--- config.mk ---
export PLATFORM = sky130hd
export DESIGN_NAME = pie_irq_enable_bank
export DESIGN_NICKNAME = d
export VERILOG_FILES = /design/src/shared/pie_pkg.sv /design/src/design/pie_irq_enable_bank.sv /design/src/design/pie_reg8.sv
export SDC_FILE = /design/constraint.sdc
export NUM_CORES = 1
export LEC_CHECK = 0
export BUFFER_PORTS_ARGS = -buffer_cell sky130_fd_sc_hd__buf_2
export CAP_MARGIN = 20
export CORE_ASPECT_RATIO = 0.6
export CORE_MARGIN = 3
export CORE_UTILIZATION = 25
export DETAILED_ROUTE_END_ITERATION = 16
export SETUP_SLACK_MARGIN = 0.4
export SLEW_MARGIN = 15
export SYNTH_ARGS = -nofsm -noshare
export SYNTH_HDL_FRONTEND = slang
export SYNTH_SLANG_ARGS = --single-unit
export TNS_END_PERCENT = 50
--- constraint.sdc ---
create_clock -name pclk -period 2.66 [get_ports pclk]
set_clock_uncertainty 0.05 [all_clocks]
set_input_delay 0.532 -clock pclk [delete_from_list [all_inputs] [get_ports pclk]]
set_output_delay 0.532 -clock pclk [all_outputs]
set_load 0.1 [all_outputs]
--- src/shared/pie_pkg.sv ---
// Package for the peripheral interrupt enable bank: register map,
// field layouts, reset values and the carrier types.
// Assumes a 32-bit APB with an 8-bit byte address.
`default_nettype none

package pie_pkg;

   // Register byte offsets.
   localparam logic [7:0] PIE_OFS_EN_A = 8'h00;
   localparam logic [7:0] PIE_OFS_EN_B = 8'h04;
   localparam logic [7:0] PIE_OFS_EN_C = 8'h08;
   localparam logic [7:0] PIE_OFS_CORE = 8'h0C;
   localparam logic [7:0] PIE_OFS_FLAG_A = 8'h10;
   localparam logic [7:0] PIE_OFS_FLAG_B = 8'h14;
   localparam logic [7:0] PIE_OFS_FLAG_C = 8'h18;
   localparam logic [7:0] PIE_OFS_IRQ_STAT = 8'h1C;
   localparam logic [7:0] PIE_OFS_IRQ_MASK = 8'h20;

   // Implemented bits of each register; the rest read as zero.
   localparam logic [7:0] PIE_IMPL_A = 8'hFF;
   localparam logic [7:0] PIE_IMPL_B = 8'hFF;
   localparam logic [7:0] PIE_IMPL_C = 8'h3F;
   localparam logic [7:0] PIE_IMPL_CORE = 8'hC0;
   localparam logic [7:0] PIE_IMPL_IRQ = 8'h03;

   // Core control bit positions.
   localparam int PIE_CORE_GLOBAL_BIT = 7;
   localparam int PIE_CORE_GROUP_BIT = 6;

   // Block interrupt status bit positions.
   localparam int PIE_ST_REQ_BIT = 0;
   localparam int PIE_ST_ERR_BIT = 1;

   // Reset values.
   localparam logic [7:0] PIE_RST_BYTE = 8'h00;
   localparam logic [23:0] PIE_RD_PAD = 24'h000000;

   // First enable register layout.
   typedef struct packed {
      logic timer1_gate_en;
      logic adc_done_en;
      logic uart_rx_en;
      logic uart_tx_en;
      logic sync_serial_en;
      logic capcmp1_en;
      logic timer2_match_en;
      logic timer1_overflow_en;
   } pie_reg_a_t;

   // Second enable register layout.
   typedef struct packed {
      logic osc_fail_en;
      logic comparator2_en;
      logic comparator1_en;
      logic outgen1_shutdown_en;
      logic bus_collision_en;
      logic comparator4_en;
      logic comparator3_en;
      logic capcmp2_en;
   } pie_reg_b_t;

   // Third enable register layout.
   typedef struct packed {
      logic [1:0] unused;
      logic outgen2_shutdown_en;
      logic zero_cross_en;
      logic logic_cell4_en;
      logic logic_cell3_en;
      logic logic_cell2_en;
      logic logic_cell1_en;
   } pie_reg_c_t;

   // One bit per source across all three registers.
   typedef struct packed {
      pie_reg_c_t c;
      pie_reg_b_t b;
      pie_reg_a_t a;
   } pie_bank_t;

endpackage

`default_nettype wire

--- src/design/pie_irq_enable_bank.sv ---
// Peripheral interrupt enable bank with APB register access, source flags,
// group and global gating, and a block interrupt for software.
// Assumes source events are one-cycle pulses from logic on pclk.
`timescale 1ns/1ps
`default_nettype none

module pie_irq_enable_bank (
   // Clock and reset.
   input wire logic pclk,
   input wire logic presetn,
   // APB slave.
   input wire logic [7:0] paddr,
   input wire logic psel,
   input wire logic penable,
   input wire logic pwrite,
   input wire logic [31:0] pwdata,
   output logic [31:0] prdata,
   output logic pready,
   output logic pslverr,
   // Peripheral source events.
   input wire pie_pkg::pie_bank_t src_event,
   // Requests toward the core.
   output logic periph_req,
   output logic core_irq_req,
   // Block interrupt for software.
   output logic irq
);
   import pie_pkg::*;

   localparam logic [2:0][7:0] BANK_IMPL = {PIE_IMPL_C, PIE_IMPL_B, PIE_IMPL_A};
   localparam logic [2:0][7:0] EN_OFS = {PIE_OFS_EN_C, PIE_OFS_EN_B, PIE_OFS_EN_A};
   localparam logic [2:0][7:0] FLAG_OFS = {PIE_OFS_FLAG_C, PIE_OFS_FLAG_B, PIE_OFS_FLAG_A};

   logic [2:0][7:0] en_v;
   logic [2:0][7:0] flag_v;
   logic [2:0][7:0] ev_v;
   pie_bank_t en_q;
   pie_bank_t flag_q;
   logic [7:0] core_q;
   logic [7:0] stat_q;
   logic [7:0] mask_q;
   logic [7:0] stat_set;
   logic global_irq_enable;
   logic periph_group_enable;
   logic acc;
   logic wr;
   logic setup;
   logic mapped;
   logic [7:0] rd_byte;
   logic req_prev_reg;
   logic [31:0] prdata_reg;

   // Bus phase decode; the slave never inserts wait states.
   assign setup = psel && !penable;
   assign acc = psel && penable;
   assign wr = acc && pwrite;
   assign pready = 1'b1;

   // Address map decode.
   always_comb begin
      case (paddr)
         PIE_OFS_EN_A, PIE_OFS_EN_B, PIE_OFS_EN_C, PIE_OFS_CORE,
         PIE_OFS_FLAG_A, PIE_OFS_FLAG_B, PIE_OFS_FLAG_C,
         PIE_OFS_IRQ_STAT, PIE_OFS_IRQ_MASK: mapped = 1'b1;
         default: mapped = 1'b0;
      endcase
   end

   // Unmapped accesses answer with an error and change only the error status bit.
   assign pslverr = acc && !mapped;

   // Bank views; each enable bit lines up with its source's flag bit.
   // gate and converter
   assign ev_v = src_event;
   assign en_q = en_v;
   assign flag_q = flag_v;

   // Enable and flag registers for the three banks.
   for (genvar g = 0; g < 3; g++) begin : g_bank
      pie_reg8 #(.IMPL(BANK_IMPL[g]), .W1C(1'b0)) u_en (
         .pclk(pclk),
         .presetn(presetn),
         .wr_en(wr && paddr == EN_OFS[g]),
         .wdata(pwdata[7:0]),
         .set(PIE_RST_BYTE),
         .q(en_v[g])
      );
      pie_reg8 #(.IMPL(BANK_IMPL[g]), .W1C(1'b1)) u_flag (
         .pclk(pclk),
         .presetn(presetn),
         .wr_en(wr && paddr == FLAG_OFS[g]),
         .wdata(pwdata[7:0]),
         .set(ev_v[g]),
         .q(flag_v[g])
      );
   end

   // Core control register holding the global and group enables.
   pie_reg8 #(.IMPL(PIE_IMPL_CORE), .W1C(1'b0)) u_core (
      .pclk(pclk),
      .presetn(presetn),
      .wr_en(wr && paddr == PIE_OFS_CORE),
      .wdata(pwdata[7:0]),
      .set(PIE_RST_BYTE),
      .q(core_q)
   );

   assign global_irq_enable = core_q[PIE_CORE_GLOBAL_BIT];
   assign periph_group_enable = core_q[PIE_CORE_GROUP_BIT];

   assign periph_req = periph_group_enable && (|(flag_q & en_q));

   assign core_irq_req = global_irq_enable && periph_req;

   // Previous request level, used to spot a new request.
   always_ff @(posedge pclk or negedge presetn) begin
      if (!presetn) begin
         req_prev_reg <= 1'b0;
      end else begin
         req_prev_reg <= periph_req;
      end
   end

   // Block events: a new peripheral request and a bus error.
   always_comb begin
      stat_set = PIE_RST_BYTE;
      stat_set[PIE_ST_REQ_BIT] = periph_req && !req_prev_reg;
      stat_set[PIE_ST_ERR_BIT] = pslverr;
   end

   // Sticky status, cleared by writing one.
   pie_reg8 #(.IMPL(PIE_IMPL_IRQ), .W1C(1'b1)) u_stat (
      .pclk(pclk),
      .presetn(presetn),
      .wr_en(wr && paddr == PIE_OFS_IRQ_STAT),
      .wdata(pwdata[7:0]),
      .set(stat_set),
      .q(stat_q)
   );

   // Mask with the status layout.
   pie_reg8 #(.IMPL(PIE_IMPL_IRQ), .W1C(1'b0)) u_mask (
      .pclk(pclk),
      .presetn(presetn),
      .wr_en(wr && paddr == PIE_OFS_IRQ_MASK),
      .wdata(pwdata[7:0]),
      .set(PIE_RST_BYTE),
      .q(mask_q)
   );

   // Level interrupt while any unmasked status bit is set.
   assign irq = |(stat_q & mask_q);

   // Read multiplexer; unimplemented bits are already zero in storage.
   always_comb begin
      case (paddr)
         PIE_OFS_EN_A: rd_byte = en_v[0];
         PIE_OFS_EN_B: rd_byte = en_v[1];
         PIE_OFS_EN_C: rd_byte = en_v[2] & PIE_IMPL_C;
         PIE_OFS_CORE: rd_byte = core_q;
         PIE_OFS_FLAG_A: rd_byte = flag_v[0];
         PIE_OFS_FLAG_B: rd_byte = flag_v[1];
         PIE_OFS_FLAG_C: rd_byte = flag_v[2];
         PIE_OFS_IRQ_STAT: rd_byte = stat_q;
         PIE_OFS_IRQ_MASK: rd_byte = mask_q;
         default: rd_byte = PIE_RST_BYTE;
      endcase
   end

   // Read data is captured in the setup cycle and held through access.
   always_ff @(posedge pclk or negedge presetn) begin
      if (!presetn) begin
         prdata_reg <= {PIE_RD_PAD, PIE_RST_BYTE};
      end else if (setup && !pwrite) begin
         prdata_reg <= {PIE_RD_PAD, rd_byte};
      end
   end

   assign prdata = prdata_reg;
endmodule // pie_irq_enable_bank

`default_nettype wire

--- src/design/pie_reg8.sv ---
// One 8-bit register, either plain read/write or sticky write-one-to-clear.
// Assumes writes and sets arrive on pclk from logic in the same domain.
`timescale 1ns/1ps
`default_nettype none

module pie_reg8 #(
   parameter logic [7:0] IMPL = 8'hFF,
   parameter bit W1C = 1'b0
) (
   // Clock and reset.
   input wire logic pclk,
   input wire logic presetn,
   // Software write.
   input wire logic wr_en,
   input wire logic [7:0] wdata,
   // Hardware set, used only in sticky mode.
   input wire logic [7:0] set,
   // Stored value.
   output logic [7:0] q
);
   import pie_pkg::*;

   logic [7:0] q_next;

   // Sticky mode lets a set beat a clear in the same cycle.
   always_comb begin
      if (W1C) begin
         q_next = ((q & ~(wr_en ? wdata : PIE_RST_BYTE)) | set) & IMPL;
      end else begin
         q_next = wr_en ? (wdata & IMPL) : q;
      end
   end

   // Storage; all resets clear it.
   always_ff @(posedge pclk or negedge presetn) begin
      if (!presetn) begin
         q <= PIE_RST_BYTE;
      end else begin
         q <= q_next;
      end
   end

endmodule // pie_reg8

`default_nettype wire

### Yosys cells after proc, flatten, opt, wreduce, memory -nomap -nowiden

Index checks and enable logic that the tools add are counted.

* add/sub/neg operators: 0
* $mul: 0
* div/mod/pow operators: 0
* magnitude comparators: 0
* eq/ne operators: 8
* shift-type cells: 0
* mux-type cells: 6
* bitwise gates (word level): 14
* reductions and logical operators: 25

Operator list (count)
* 8-bit case mux with 9 select lines: 1
* 8-bit by 5-bit equality test with 1-bit output (second input constant): 4
* 24-bit OR reduction: 1
* 22-bit AND: 1
* 1-bit logical AND: 17
* 8-bit AND: 2
* 8-bit by 4-bit equality test with 1-bit output (second input constant): 2
* 8-bit 2-to-1 mux: 2
* 8-bit NOT: 2
* 8-bit OR: 2
* 9-bit OR reduction: 1
* 8-bit by 3-bit equality test with 1-bit output (second input constant): 1
* 8-bit by 6-bit equality test with 1-bit output (second input constant): 1
* 8-bit zero test: 1
* 8-bit OR reduction: 1
* 6-bit AND: 1
* 6-bit 2-to-1 mux: 1
* 6-bit NOT: 1
* 6-bit OR: 1
* 2-bit AND: 2
* 1-bit zero test: 4
* 2-bit 2-to-1 mux: 1
* 2-bit NOT: 1
* 2-bit OR: 1
* 1-bit 2-to-1 mux: 1

* flip-flop bits (word level): 59
* latch bits: 0
* memory bits (writable): 0
* memory bits (read-only): 0
* bits of input ports: 69
* output and inout port bits: 37
* word-level logic and storage cells: 64
* memories kept: 0

### Longest topological paths before layout

Gate-level depths: netlist of run 1.

* depth after elaboration: 7
* gate-level depth with buffers: 7
* gate-level depth less buffers: 5

### Hierarchy

From an unflattened synthesis of run 1, not the netlist that was laid out.

* cells, all modules: 368
* area total of the unflattened synthesis: 3727.3 µm²

By module, submodules not included
* pie_irq_enable_bank: times used 1, cells an instance 212, area each 1597.8 µm², seq. area each 225.2 µm²
* pie_reg8 (g_bank[0].u_en ...): times used 2, cells an instance 17, area each 331.6 µm², seq. area each 200.2 µm²
* pie_reg8 (g_bank[0].u_flag ...): times used 2, cells an instance 25, area each 297.8 µm², seq. area each 200.2 µm²
* pie_reg8 (g_bank[2].u_en): times used 1, cells an instance 16, area each 270.3 µm², seq. area each 150.1 µm²
* pie_reg8 (u_core ...): times used 2, cells an instance 11, area each 121.4 µm², seq. area each 50.0 µm²
* pie_reg8 (g_bank[2].u_flag): times used 1, cells an instance 21, area each 236.5 µm², seq. area each 150.1 µm²
* pie_reg8 (u_stat): times used 1, cells an instance 13, area each 121.4 µm², seq. area each 50.0 µm²

### Least setup slack after synthesis of run 1

OpenSTA, ideal clock, no wires.

* path kind: input to output
* start: input paddr[2]
* end: output pslverr
* data arrival time: 2.315 ns
* required time: 2.078 ns
* setup slack: -0.237 ns
* stages: 4
* path buffers: 1
* cells stage by stage: buf_2 > nor3_1 > o21a_1 > nor2_1

* longest elaborated chain between the ends: 5
* elaborated cells between the ends (all ways): 13
* those cells by class: 8 x eq/ne; 1 x mux; 4 x reduce/logical

Ends and longest elaborated chain
* from (decl): line pie_irq_enable_bank.sv:12 `input wire logic [7:0] paddr,`
* 8-bit by 5-bit equality test with 1-bit output, or another cell as far along: line pie_irq_enable_bank.sv:61 `case (paddr)`
* 9-bit OR reduction (*): line pie_irq_enable_bank.sv:61
* 1-bit 2-to-1 mux (*): line pie_irq_enable_bank.sv:61
* 1-bit zero test (*): line pie_irq_enable_bank.sv:70 `assign pslverr = acc && !mapped;`
* 1-bit logical AND (*): line pie_irq_enable_bank.sv:70
* to (decl): line pie_irq_enable_bank.sv:19 `output logic pslverr,`

Mark *: on every way between the ends. The rest lies on a longest branch, timed or not.

### Worst setup path after layout of run 1

* start: register g_bank[0].u_flag.q[0]
* end: output core_irq_req

* longest elaborated chain between the ends: 4

Ends and longest elaborated chain
* from (decl): line pie_reg8.sv:19 `output logic [7:0] q`
* from (signal assigned): line pie_reg8.sv:39 `q <= q_next;`
* 22-bit AND: line pie_irq_enable_bank.sv:111 `assign periph_req = periph_group_enable && (|(flag_q & en_q));`
* 24-bit OR reduction: line pie_irq_enable_bank.sv:111
* 1-bit logical AND: line pie_irq_enable_bank.sv:111
* 1-bit logical AND: line pie_irq_enable_bank.sv:113 `assign core_irq_req = global_irq_enable && periph_req;`
* to (decl): line pie_irq_enable_bank.sv:24 `output logic core_irq_req,`

Every way passes these cells.

==> flow_metrics.tcl, run 1 <==
set metrics [dict create \
    status "finished, final reports clean" \
    min_period_ns 2.60 \
    final_util_pct 32.3 \
    finalWeightedCongestion 0.923 \
    drt_iter0_markers 128 \
    setup_violations 0 \
    grt_pass1_vias 2489 \
    dieArea_mm2 0.0141 \
    grt.met2_usage_pct 17.8 \
    syn_area_mm2 0.00316 \
    antenna_found_initial 0 \
    finalCritPeriodShare_pct 97.6 \
    synth.area.top_cells "dfrtp_1, mux2_2, buf_4, a21o_1, nand2_1" \
    hold_violations 0 \
    synth_area_leader_cell "dfrtp_1" \
    cts_buffers 9 \
    clock.fmax_mhz 385 \
    p_sw_share_pct 29.4 \
    end_kind "output pin" \
    p_seq_share_pct 39.1 \
    cp_max_fo 3 \
    power.share.clock_pct 44.7 \
    r2r_end "u_stat.q[0]" \
    drcViolationCount 0 \
    tightest_slew_ns 0.714 \
    reg2regPathDepth 6 \
    rows 31 \
    initial_core_util_pct 25.9 \
    clockBufferDepth 2 \
    diodes 0 \
    grtUsageMet1_pct 20.4 \
    vias_per_cell 4.81 \
    reg2reg_from "g_bank[0].u_flag.q[0]" \
    ios 106 \
    area_growth_syn_to_layout_pct 24.8 \
    dr.pass1.iters 4 \
    final_cell_mix "dfrtp_1, buf_2, nand2_1" \
    rsz0062_at_grt "yes" \
    htreeDepth 3 \
    avgSynthCellArea_um2 11.0 \
    cap_violations 0 \
    core_area_mm2 0.0122 \
    grt_pass1_wl_um 14200 \
    busiest_layer "met1" \
    ys_types 45 \
    comb_power_share_pct 16.1 \
    arrival_ns 2.01 \
    dpl.cell_count 509 \
    final_common_cell "dfrtp_1" \
    power_density_mw_per_mm2 597 \
    yosysTopAreaCellShare_pct 46.7 \
    cp.required_ns 2.08 \
    clk-insertion-delay-late_ns 0.33 \
    path_class "reg2out" \
    synth_seq_cells 59 \
    vias 2539 \
    grt_max_degree 32 \
    startpoint_type "flip-flop" \
    slew_violations 0 \
    finalSetupTns_ns 0 \
    cts_root_buf "clkbuf_16" \
    wl_um 9180 \
    io_buffers 54 \
    gr-total-overflow 0 \
    num-fill-cells 1252 \
    ys_seq_area_share_pct 46.7 \
    groute.layer.met3.usage_pct 5.13 \
    syn_inst 288 \
    final_nets 427 \
    cts_tree "built" \
    maxSlewHeadroom_pct 52.4 \
    cp-endpoint "core_irq_req" \
    yosys_warnings 0 \
    crit_start "g_bank[0].u_flag.q[0]" \
    ir_drop_mv 0.277 \
    die_h_um 93.1 \
    p_switching_uw 693 \
    placed_cell_area_mm2 0.00361 \
    drive_gt1_share_pct 35.8 \
    fin_cells 528 \
    dp_hpwl_um 7110 \
    design_area_mm2 0.00394 \
    cts.sinks 59 \
    cts.clk_slew.worst_paths_ns 0.05 \
    cts_hold_buffers 0 \
    ant_nets 0 \
    worstHoldPathType "in2async" \
    die_w_um 151 \
    post_drt_wl_per_cell_um 17.4 \
    power_uw 2350 \
    reg2reg_slack_ns 0.76 \
    grt_usage_pct 13.6 \
    power.leakage_uw 0.00176 \
    p_int_uw 1660 \
]
layer usage:
metal	vias up	share of wire (%)
li1	1147	-
met1	1279	50
met2	107	40
met3	6	8.7
met4	0	0.54
met5	-	0
worst max-delay path, stage by stage (launching register included):
cell	delay (ns)
dfrtp_1	0.44
a22o_1	0.24
a221oi_2	0.17
nand3_1	0.12
o31a_4	0.39
and2_4	0.16
buf_12	0.16
worst min path at each step:
stage | startpoint | endpoint | slack [ns] | cells past startpoint
after floorplan | presetn | g_bank[0].u_en.q[0] | 0.19 | 0
after global placement | prdata[3] | prdata[3] | 0.42 | 2
after detailed placement | prdata[3] | prdata[3] | 0.42 | 2
after CTS | presetn | g_bank[2].u_flag.q[5] | 0.23 | 1
after global routing | presetn | g_bank[2].u_flag.q[5] | 0.26 | 1
final | presetn | g_bank[2].u_flag.q[5] | 0.21 | 1
per-stage QoR:
step / hold slack (ns) / setup slack (ns)
floorplan: 0.186 / 0.285
global placement: 0.417 / 0.0710
detailed placement: 0.425 / 0.0564
CTS: 0.231 / 0.0244
global route: 0.259 / 0.0109
finish: 0.211 / 0.0631
what timing repair did:
action / CTS / global route
endpoints found under the hold margin: 0 / 0
cloned: 0 / 0
endpoints found under the setup margin: 2 / 2
gates resized for setup: 7 / 0
setup buffers: 3 / 0
pin swaps: 5 / 3
power by group through the flow:
| stage | clock, µW | combinational (µW) | sequential (µW) |
|---|---|---|---|
| global placement | 0 | 374 | 935 |
| floorplan | 0 | 262 | 974 |
| finish | 1050 | 380 | 922 |
| global route | 1130 | 402 | 922 |
| detailed placement | 0 | 379 | 936 |
| CTS | 1090 | 382 | 921 |
layout make-up:
class                           count  area (µm²)  area share, %
Clock buffer                       14         264           6.70
Clock inverter                      2        10.0          0.254
Inverter                            4        15.0          0.381
Multi-Input combinational cell    214        1550           39.3
Sequential cell                    59        1480           37.4
Tap cell                          165         206           5.24
Timing Repair Buffer               70         420           10.7
kinds of logic (layout without fill, tap and decap cells):
logic type	after synthesis	after routing	share of synthesized area (%)
other cells	2	25	0.238
buf+inv	38	90	7.92
mux	41	41	14.9
flops	59	59	46.7
compound gates	70	70	15.7
simple gates	78	78	14.5
Yosys cell counts, drive strengths merged:
cell type,n
nor3,4
conb,2
and4bb,1
nor2,8
o211ai,2
mux4,2
nand4,1
clkbuf,2
mux2i,11
o22ai,1
a21o,23
o31a,1
mux2,28
a41o,2
nor2b,1
nor4,2
nand2,40
buf,32
or3b,1
and2,2
nand3,11
o21a,1
o31ai,4
inv,4
a221oi,2
a22oi,10
a31oi,1
and3,2
nor4b,2
a32oi,1
dfrtp,59
a311oi,1
and4,1
o21ai,13
a21oi,4
a22o,4
and2b,1
nand3b,1
Note: power is estimated with default switching activity, not from simulation.
==> inputs of run 2 (changes only) <==
SETUP_SLACK_MARGIN = default   (was 0.4)
==> flow_metrics.tcl, run 2 (synthesis gave the netlist of run 1 again) <==
set metrics [dict create \
    power.leakage_uw 0.00178 \
    cpMaxStageDelayCell "dfrtp_1" \
    grt_pass1_wl_um 14300 \
    htreeDepth 3 \
    path_class "reg2out" \
    cp.required_ns 2.08 \
    path_buf_inv 1 \
    holdWs_ns 0.115 \
    drt_iter0_markers 166 \
    core_area_mm2 0.0122 \
    clockBufferDepth 2 \
    arrival_ns 2.04 \
    ant_nets 0 \
    gr-total-overflow 0 \
    startpoint_type "flip-flop" \
    vias_per_cell 4.86 \
    maxSlewHeadroom_pct 55.0 \
    cap_violations 0 \
    dr.pass1.iters 5 \
    dieArea_mm2 0.0141 \
    end_kind "output pin" \
    post_drt_wl_per_cell_um 17.8 \
    ios 106 \
    cts.sinks 59 \
    hold_violations 0 \
    finalCritPeriodShare_pct 98.6 \
    area_growth_syn_to_layout_pct 26.3 \
    cp_cell_sequence "a22o_1, a221oi_2, nand3_1, o31a_1, and2_4, buf_12" \
    cp_max_fo 2 \
    cts_tree "built" \
    antenna_found_initial 0 \
    setup_violations 0 \
    min_period_ns 2.62 \
    die_w_um 151 \
    finalWeightedCongestion 0.924 \
    tightest_slew_ns 0.670 \
    worstHoldPathType "in2async" \
    rows 31 \
    final_common_cell "dfrtp_1" \
    cts_root_buf "clkbuf_16" \
    final_nets 426 \
    multi_input_area_mm2 0.00154 \
    register_area_mm2 0.00148 \
    reg2reg_from "g_bank[1].u_flag.q[2]" \
    cts_hold_buffers 0 \
    drcViolationCount 0 \
    crit_family "compound AO/OA/AOI/OAI gates" \
    grt_pass1_vias 2432 \
    slew_violations 0 \
    die_h_um 93.1 \
    clock.fmax_mhz 381 \
    num-fill-cells 1272 \
    vias 2560 \
    cts.clk_slew.worst_paths_ns 0.05 \
    power_density_mw_per_mm2 644 \
    grt_max_degree 24 \
    drive_gt1_share_pct 36.5 \
    status "finished, final reports clean" \
    io_buffers 54 \
    cts_buffers 9 \
    ir_drop_mv 0.308 \
    rsz0062_at_grt "yes" \
    wl_um 9370 \
    grt_usage_pct 13.9 \
    final_util_pct 32.7 \
    diodes 0 \
    slowest_delay_ns 0.38 \
    clk-insertion-delay-late_ns 0.33 \
    crit_start "g_bank[1].u_flag.q[2]" \
    dp_hpwl_um 7110 \
    final_cell_mix "dfrtp_1, buf_2, nand2_1" \
    initial_core_util_pct 25.9 \
]
run 2: area by class of cell:
class                      count  area share, %
tap                          165           5.17
multi-input combinational    214           38.5
clock buffer                  11           6.33
timing repair buffer          69           10.7
clock inverter                 5           1.88
sequential                    59           37.0
inverter                       4          0.376
run 2: worst paths after layout:
check,depth (start not counted),slack [ns],to
worst max-delay path,6,0.04,core_irq_req
worst min-delay path,1,0.11,prdata[5]
worst max register to register,6,0.73,u_stat.q[0]
worst min register to register,2,0.43,prdata[3]
max in group asynchronous,2,1.73,g_bank[0].u_flag.q[0]
min in group pclk,2,0.32,g_bank[1].u_flag.q[0]
run 2: power breakdown:
group          leakage, µW  switching (µW)  internal, µW
registers         0.000698            10.0           912
clock network     0.000165             404           864
logic             0.000916             306          72.2
run 2: layer usage:
metal | GRT usage (%) | vias up | part of all wire, %
li1 | - | 1145 | -
met5 | 0 | - | 0
met2 | 18.9 | 107 | 41
met1 | 20.9 | 1304 | 50
met3 | 4.50 | 4 | 7.7
met4 | 3.85 | 0 | 0.45
run 2: what timing repair did:
action | CTS | global route
resized for setup | 9 | 3
buffers inserted | 0 | 1
pin swaps | 1 | 4
endpoints found under the setup margin | 2 | 2
run 2: through the flow:
stage | cell area [µm²] | total power (µW) | setup slack, ns | TNS, ns | instances
3_5_place_dp | 3610 | 1310 | 0.0781 | 0 | 510
4_1_cts | 3970 | 2600 | 0.0148 | 0 | 526
2_1_floorplan | 3250 | 1230 | -0.222 | -0.222 | 311
5_1_grt | 3990 | 2660 | -0.0431 | -0.0815 | 527
3_3_place_gp | 3610 | 1310 | 0.130 | 0 | 510
6_report | 3990 | 2570 | 0.0367 | 0 | 527
